File: src/logic/tx_stats_regs.vh
// register offsets, field positions, reset values for the tx stats block
// assumes byte addresses on a 32-bit apb bus, one word per register
`ifndef TX_STATS_REGS_VH
`define TX_STATS_REGS_VH

// ****************************************************************
// register offsets (byte addresses)
// ****************************************************************
`define STATS_CONTROL_OFS 12'h100
`define RX_STATS_IRQ_STATUS_OFS 12'h104
`define TX_STATS_IRQ_STATUS_OFS 12'h108
`define RX_STATS_IRQ_MASK_OFS 12'h10c
`define TX_STATS_IRQ_MASK_OFS 12'h110
`define TX_BYTES_ALL_OFS 12'h114
`define TX_FRAMES_ALL_OFS 12'h118
`define TX_BCAST_GOOD_OFS 12'h11c
`define TX_MCAST_GOOD_OFS 12'h120
`define TX_LEN_EXACT_MIN_OFS 12'h124
`define TX_LEN_BIN_65_127_OFS 12'h128
`define TX_LEN_BIN_128_255_OFS 12'h12c
`define TX_LEN_BIN_256_511_OFS 12'h130
`define TX_LEN_BIN_512_1023_OFS 12'h134
`define TX_LEN_BIN_1024_MAX_OFS 12'h138
`define TX_UCAST_ALL_OFS 12'h13c
`define TX_MCAST_ALL_OFS 12'h140

// ****************************************************************
// counter indices (offset = TX_BYTES_ALL_OFS + 4 * index)
// ****************************************************************
`define CNT_NUM 12
`define CNT_BYTES 0
`define CNT_FRAMES 1
`define CNT_BCAST_G 2
`define CNT_MCAST_G 3
`define CNT_LEN_64 4
`define CNT_LEN_127 5
`define CNT_LEN_255 6
`define CNT_LEN_511 7
`define CNT_LEN_1023 8
`define CNT_LEN_MAX 9
`define CNT_UCAST 10
`define CNT_MCAST 11

// ****************************************************************
// stats_control fields
// ****************************************************************
`define CTL_CNT_RESET 0
`define CTL_NO_ROLLOVER 1
`define CTL_RESET_ON_READ 2
`define CTL_FREEZE 3
`define CTL_MAXLEN_LSB 16
`define CTL_MAXLEN_MSB 29
`define CTL_RESET 32'h05ee_0000

// ****************************************************************
// length bin bounds
// ****************************************************************
`define LEN_MIN 14'h0040
`define LEN_127 14'h007f
`define LEN_255 14'h00ff
`define LEN_511 14'h01ff
`define LEN_1023 14'h03ff

`endif

File: src/logic/tx_stats.v
// transmit statistics counters with control, irq status and mask regs
// assumes frame events come from mac tx logic on clk, one pulse per attempt
//
// Design decision made here: the APB register port.
`include "tx_stats_regs.vh"

module tx_stats (
  input wire clk,
  input wire rst_n,
  input wire clk_en,
  input wire psel,
  input wire penable,
  input wire pwrite,
  input wire [11:0] paddr,
  input wire [31:0] pwdata,
  output wire pready,
  output wire pslverr,
  output reg [31:0] prdata_ff,
  input wire tx_frame_done,
  input wire tx_frame_ok,
  input wire tx_frame_retry,
  input wire [13:0] tx_frame_len,
  input wire tx_dest_bcast,
  input wire tx_dest_mcast,
  input wire [31:0] rx_stats_event,
  output wire stats_irq
);

  // ****************************************************************
  // bus decode
  // ****************************************************************
  wire setup;
  wire access;
  wire wr_acc;
  wire rd_acc;
  wire hit_ctl;
  wire hit_rxst;
  wire hit_txst;
  wire hit_rxmk;
  wire hit_txmk;
  wire hit_cnt;
  wire mapped;
  wire [11:0] cnt_ofs;
  wire [3:0] cnt_idx;

  assign setup = psel & ~penable;
  assign access = psel & penable & clk_en;
  assign wr_acc = access & pwrite;
  assign rd_acc = access & ~pwrite;
  assign hit_ctl = paddr == `STATS_CONTROL_OFS;
  assign hit_rxst = paddr == `RX_STATS_IRQ_STATUS_OFS;
  assign hit_txst = paddr == `TX_STATS_IRQ_STATUS_OFS;
  assign hit_rxmk = paddr == `RX_STATS_IRQ_MASK_OFS;
  assign hit_txmk = paddr == `TX_STATS_IRQ_MASK_OFS;
  assign cnt_ofs = paddr - `TX_BYTES_ALL_OFS;
  assign cnt_idx = cnt_ofs[5:2];
  assign hit_cnt = (paddr >= `TX_BYTES_ALL_OFS) &&
    (paddr <= `TX_MCAST_ALL_OFS) && (paddr[1:0] == 2'b00);
  assign mapped = hit_ctl | hit_rxst | hit_txst | hit_rxmk |
    hit_txmk | hit_cnt;

  // zero wait states; the only stall is a low clock enable
  assign pready = penable & clk_en;
  assign pslverr = psel & penable & ~mapped;

  // ****************************************************************
  // control and mask registers
  // ****************************************************************
  reg [31:0] ctl_ff;
  reg [31:0] rx_mask_ff;
  reg [31:0] tx_mask_ff;
  wire [31:0] ctl_rd;
  wire [13:0] max_len;
  wire cnt_clear;
  wire no_roll;
  wire rd_clear;
  wire freeze;

  // self-clearing counter reset bit never reads back as one
  assign ctl_rd = {ctl_ff[31:1], 1'b0};
  assign max_len = ctl_ff[`CTL_MAXLEN_MSB:`CTL_MAXLEN_LSB];
  assign cnt_clear = ctl_ff[`CTL_CNT_RESET];
  assign no_roll = ctl_ff[`CTL_NO_ROLLOVER];
  assign rd_clear = ctl_ff[`CTL_RESET_ON_READ];
  assign freeze = ctl_ff[`CTL_FREEZE];

  always @(posedge clk or negedge rst_n) begin
    if (!rst_n) begin
      ctl_ff <= `CTL_RESET;
      rx_mask_ff <= 32'h0000_0000;
      tx_mask_ff <= 32'h0000_0000;
    end else if (clk_en) begin
      if (wr_acc && hit_ctl) begin
        ctl_ff <= pwdata;
      end else begin
        ctl_ff[`CTL_CNT_RESET] <= 1'b0;
      end
      if (wr_acc && hit_rxmk) begin
        rx_mask_ff <= pwdata;
      end
      if (wr_acc && hit_txmk) begin
        tx_mask_ff <= pwdata;
      end
    end
  end

  // ****************************************************************
  // frame classification
  // ****************************************************************
  wire frame_ev;
  wire good_ev;
  wire ucast;
  wire [`CNT_NUM-1:0] inc;

  // a retried attempt is dropped whole; its final attempt counts
  assign frame_ev = tx_frame_done & ~tx_frame_retry & ~freeze;
  assign good_ev = frame_ev & tx_frame_ok;
  assign ucast = ~tx_dest_bcast & ~tx_dest_mcast;

  assign inc[`CNT_BYTES] = frame_ev;
  assign inc[`CNT_FRAMES] = frame_ev;
  assign inc[`CNT_BCAST_G] = good_ev & tx_dest_bcast;
  assign inc[`CNT_MCAST_G] = good_ev & tx_dest_mcast;
  // bins are disjoint so a frame lands in at most one
  assign inc[`CNT_LEN_64] = frame_ev &
    (tx_frame_len == `LEN_MIN);
  assign inc[`CNT_LEN_127] = frame_ev &
    (tx_frame_len > `LEN_MIN) & (tx_frame_len <= `LEN_127);
  assign inc[`CNT_LEN_255] = frame_ev &
    (tx_frame_len > `LEN_127) & (tx_frame_len <= `LEN_255);
  assign inc[`CNT_LEN_511] = frame_ev &
    (tx_frame_len > `LEN_255) & (tx_frame_len <= `LEN_511);
  assign inc[`CNT_LEN_1023] = frame_ev &
    (tx_frame_len > `LEN_511) & (tx_frame_len <= `LEN_1023);
  // frames above both 1023 and max_len fall in no bin; only this top bin checks max_len
  assign inc[`CNT_LEN_MAX] = frame_ev &
    (tx_frame_len > `LEN_1023) & (tx_frame_len <= max_len);
  assign inc[`CNT_UCAST] = frame_ev & ucast;
  assign inc[`CNT_MCAST] = frame_ev & tx_dest_mcast;

  // ****************************************************************
  // counters
  // ****************************************************************
  reg [31:0] cnt_ff [0:`CNT_NUM-1];
  wire [`CNT_NUM-1:0] half_hit;
  wire [31:0] tx_ev;

  genvar gi;
  generate
    for (gi = 0; gi < `CNT_NUM; gi = gi + 1) begin : g_cnt
      wire [31:0] step;
      wire [32:0] sum;
      wire [31:0] base;
      wire [31:0] nxt_cnt;
      wire rd_me;

      assign step = (gi == `CNT_BYTES) ? {18'h0, tx_frame_len} :
        32'h0000_0001;
      assign rd_me = rd_acc && hit_cnt && (cnt_idx == gi);
      // read-clear happens first so an event in that cycle survives
      assign base = (rd_me && rd_clear) ? 32'h0000_0000 :
        cnt_ff[gi];
      assign sum = {1'b0, base} + {1'b0, step};
      assign nxt_cnt = !inc[gi] ? base :
        (sum[32] && no_roll) ? 32'hffff_ffff : sum[31:0];
      // irq when the counter crosses half range or reaches full
      assign half_hit[gi] = inc[gi] &&
        ((nxt_cnt[31] && !cnt_ff[gi][31]) ||
        (nxt_cnt == 32'hffff_ffff && cnt_ff[gi] != 32'hffff_ffff));

      always @(posedge clk or negedge rst_n) begin
        if (!rst_n) begin
          cnt_ff[gi] <= 32'h0000_0000;
        end else if (clk_en) begin
          if (cnt_clear) begin
            cnt_ff[gi] <= 32'h0000_0000;
          end else begin
            cnt_ff[gi] <= nxt_cnt;
          end
        end
      end
    end
  endgenerate

  assign tx_ev = {{(32 - `CNT_NUM){1'b0}}, half_hit};

  // ****************************************************************
  // interrupt status
  // ****************************************************************
  reg [31:0] rx_st_ff;
  reg [31:0] tx_st_ff;
  wire rd_rxst;
  wire rd_txst;

  assign rd_rxst = rd_acc & hit_rxst;
  assign rd_txst = rd_acc & hit_txst;

  // status clears on read; a new event in that cycle still sets
  always @(posedge clk or negedge rst_n) begin
    if (!rst_n) begin
      rx_st_ff <= 32'h0000_0000;
      tx_st_ff <= 32'h0000_0000;
    end else if (clk_en) begin
      rx_st_ff <= (rd_rxst ? 32'h0000_0000 : rx_st_ff) |
        rx_stats_event;
      tx_st_ff <= (rd_txst ? 32'h0000_0000 : tx_st_ff) |
        tx_ev;
    end
  end

  // a set mask bit suppresses that source
  assign stats_irq = |(rx_st_ff & ~rx_mask_ff) |
    |(tx_st_ff & ~tx_mask_ff);

  // ****************************************************************
  // read data
  // ****************************************************************
  reg [31:0] nxt_rdata;

  always @* begin
    nxt_rdata = 32'h0000_0000;
    if (hit_ctl) begin
      nxt_rdata = ctl_rd;
    end else if (hit_rxst) begin
      nxt_rdata = rx_st_ff;
    end else if (hit_txst) begin
      nxt_rdata = tx_st_ff;
    end else if (hit_rxmk) begin
      nxt_rdata = rx_mask_ff;
    end else if (hit_txmk) begin
      nxt_rdata = tx_mask_ff;
    end else if (hit_cnt) begin
      nxt_rdata = cnt_ff[cnt_idx];
    end
  end

  // captured in setup; counter may move before access, the
  // setup-cycle value is what is returned, the access-cycle value is what is cleared-on-read
  always @(posedge clk or negedge rst_n) begin
    if (!rst_n) begin
      prdata_ff <= 32'h0000_0000;
    end else if (clk_en && setup && !pwrite) begin
      prdata_ff <= nxt_rdata;
    end
  end

endmodule

File: config.mk
export PLATFORM = sky130hd
export DESIGN_NAME = tx_stats
export DESIGN_NICKNAME = d
export VERILOG_FILES = /design/src/logic/tx_stats.v
export VERILOG_INCLUDE_DIRS = /design/src /design/src/logic
export SDC_FILE = /design/constraint.sdc
export NUM_CORES = 2
export LEC_CHECK = 0
export ABC_AREA = 1
export BUFFER_PORTS_ARGS = -buffer_cell sky130_fd_sc_hd__buf_2
export CORE_MARGIN = 10
export CORE_UTILIZATION = 38
export DETAILED_ROUTE_END_ITERATION = 8
export SLEW_MARGIN = 40
export SYNTH_ARGS = -nofsm -noshare
export SYNTH_HDL_FRONTEND = slang
export SYNTH_SLANG_ARGS = --single-unit
File: constraint.sdc
create_clock -name clk -period 5.4 [get_ports clk]
set_clock_uncertainty 0.2 [all_clocks]
set_input_delay 1.08 -clock clk [delete_from_list [all_inputs] [get_ports clk]]
set_output_delay 1.08 -clock clk [all_outputs]
set_load 0.03 [all_outputs]
==> out/results.txt <==
Setup_tns = 0 ns
Final setup viols = 0
Max frequency = 215.8 MHz
Nets = 7,238
RePlAce Congestion = 0.9961
Syn Area/Cell = 6.343 sq um
Worst-skew pair later-pin latency = 0.66 ns
CP required = 5.79 ns
Vias in the first global route = 46,520
Unrepaired setup endpoints after global routing = no
CP Launch Type = input port
Drt wl/cell = 22.62 microns
Post-Syn Nets = 7,140
Sequential cell area = 13,920 sq um
Post-synthesis sequential area ratio = 31.37%
Post-cts sizing count = 0
Post-Syn Area = 44,380 sq um
Post-Route Utilization = 43.14%
Drt drc = 0
Max-slew headroom = 29.54%
Min Tclk post-route = 4.635 ns
Syn. warnings = 0
Die extent in y = 361.7 microns
DR iter-0 viols = 5,974
Number of fillers in the final layout = 12,480
Final period util = 85.83%
Most used DFF post-synth = dfrtp_1
Max-Cap Viols = 0
GRT Overall Usage = 28.96%
Hold buffer count at CTS = 0
Starting Density = 38.24%
Via count = 49,520
Ys async rst share = 100.0%
I/O Buffers = 135
Most numerous cell on the critical path = nand2_1
Clk sinks = 556
CTS root buffer = clkbuf_16
CP arrival = 5.03 ns
Area of the multi-input gates = 25,580 sq um
Cell area after layout = 50,060 sq um
Worst vdd ir = 0.2273 mV
Critical path endpoint category = register
Vias/cell = 5.710
Cts bufs inserted = 74
Hold Vio Cnt, Final = 0
Initial antenna violation count = 12
Worst min path class = input port to async pin
Layout area overhead = 12.80%
Congestion Overflow GR = 0
Max incr delay on CP = 0.29 ns
Placed inst area = 47,460 sq um
Power Density = 279.1 nW/um^2
Worst Tran Pin Value = 1.046 ns
Worst-path cell with the longest stage delay = ha_1
Post-synth EDFFs = 0
Yosys reg bits = 556
CTS H-tree lvls = 3
Ports = 136
Antenna fix cells = 0
Final HPWL from detailed placement = 149,800 microns
First-pass GRT wire length = 296,000 microns
CTS tree = built
DIE WIDTH = 361.7 microns
Yosys cell types = 67
First-pass iteration count of the detailed router = 7
Row cnt = 125
Largest net degree at the start of global routing = 162
Total Wirelength = 196,200 microns
Die area = 130,900 sq um
Core area = 116,000 sq um
CP Max Fanout = 15
R2r worst-path depth = 20
Pins Over Slew Limit = 0
Pleak = 22.84 nW
Setup CP Type = input port to register
Outcome = finished, final reports clean
Clk buf depth = 3
Share of layout cells above drive strength 1 = 9.190%
Setup Fix Bufs, Post-CTS = 0
CTS clock-pin slew for the worst setup and hold paths = 0.06 ns
Post-route ant nets = 0
Syn Inst Count = 6,997
[placed cells by master (no fill, tap or decap), types with 45 or more instances in the layout]
master and instances:
a21oi_1 271, buf_2 132, buf_4 172, clkbuf_16 76, dfrtp_1 548, inv_1 915
nand2_1 1843, nand3_1 577, nand4_1 174, nor2_1 630, nor3_1 193, nor4_1 45
o211ai_1 68, o21ai_0 722, o22ai_1 95, xor2_1 90
[critical path, delay by kind of cell]
family                     cells  cell delay, ns
adders and majority gates      2            0.49
and+or+nand+nor               21            2.41
AOI/OAI and AO/OA              3            0.48
buffers and inverters          4            0.56
[logic make-up (layout without fill, tap and decap cells)]
family / Yosys count / in the layout / share of synthesized area (%)
flip-flops: 556 / 556 / 31.37
adder cells (fa/ha/maj): 42 / 42 / 1.201
buffers and inverters: 1267 / 1419 / 11.23
AND/OR/NAND/NOR: 3671 / 3671 / 36.76
multiplexers: 1 / 1 / 0.02537
AO/OA/AOI/OAI: 1335 / 1335 / 16.94
XOR/XNOR: 125 / 125 / 2.467
[metal layers]
layer	global-route usage (%)	part of all wire, %	vias up
li1	-	-	23300
met1	41.82	45	23470
met2	43.29	42	2402
met3	5.186	9.2	329
met4	9.157	3.4	22
met5	0	0.076	-
[where the power goes]
group | internal, mW | switching, mW | leakage, nW
sequential | 4.60 | 0.596 | 7.26
combinational | 0.990 | 2.42 | 14.3
clock | 3.24 | 2.13 | 1.27
[layout make-up]
class                   count  area share [%]
clock inverters            34           1.022
multi-input cells        5174           51.10
well taps                1524           3.809
clock buffers              96           4.129
flip-flops and latches    556           27.81
repair buffers            330           4.914
inverters                 959           7.213
[state kept, by name (all words and copies together), names as in the netlist]
register and flops:
cnt_ff 384, ctl_ff 32, prdata_ff 32, rx_mask_ff 32, rx_st_ff 32, tx_mask_ff 32, tx_st_ff 12
[cell usage after synthesis (90+ instances only)]
library cell | number | share of area (%)
dfrtp_1 | 548 | 31
nor3_1 | 195 | 2.2
nand4_1 | 174 | 2.5
a21oi_1 | 271 | 3.1
xor2_1 | 90 | 1.8
nand3_1 | 581 | 6.6
clkbuf_1 | 208 | 1.8
o21ai_0 | 724 | 8.2
nor2_1 | 636 | 5.4
nand2_1 | 1844 | 16
o22ai_1 | 95 | 1.3
inv_1 | 915 | 7.7
[metrics by stage]
step	setup slack [ns]	hold WS, ns	std cells	power (mW)
6_report	0.7653	0.2349	8673	13.97
5_1_grt	0.3714	0.2737	8673	14.61
4_1_cts	0.8608	0.2225	8673	13.97
3_5_place_dp	0.1534	0.2651	8543	8.563
3_3_place_gp	0.1951	0.2584	8540	8.553
2_1_floorplan	0.08543	0.2444	6997	7.138
[final timing paths]
| kind | from | endpoint | slack (ns) |
|---|---|---|---|
| hold / removal | rst_n | cnt_ff[304]$_DFFE_PN0P_ | 0.23 |
| hold reg to reg | ctl_ff[14]$_DFFE_PN0P_ | ctl_ff[14]$_DFFE_PN0P_ | 0.28 |
| min in group clk | ctl_ff[14]$_DFFE_PN0P_ | ctl_ff[14]$_DFFE_PN0P_ | 0.28 |
| setup / recovery | paddr[3] | tx_st_ff[0]$_DFFE_PN0P_ | 0.77 |
| setup reg to reg | ctl_ff[3]$_DFFE_PN0P_ | tx_st_ff[10]$_DFFE_PN0P_ | 1.29 |
| max in group asynchronous | rst_n | tx_mask_ff[28]$_DFFE_PN0P_ | 3.52 |
Note: power is estimated with default switching activity, not from simulation.
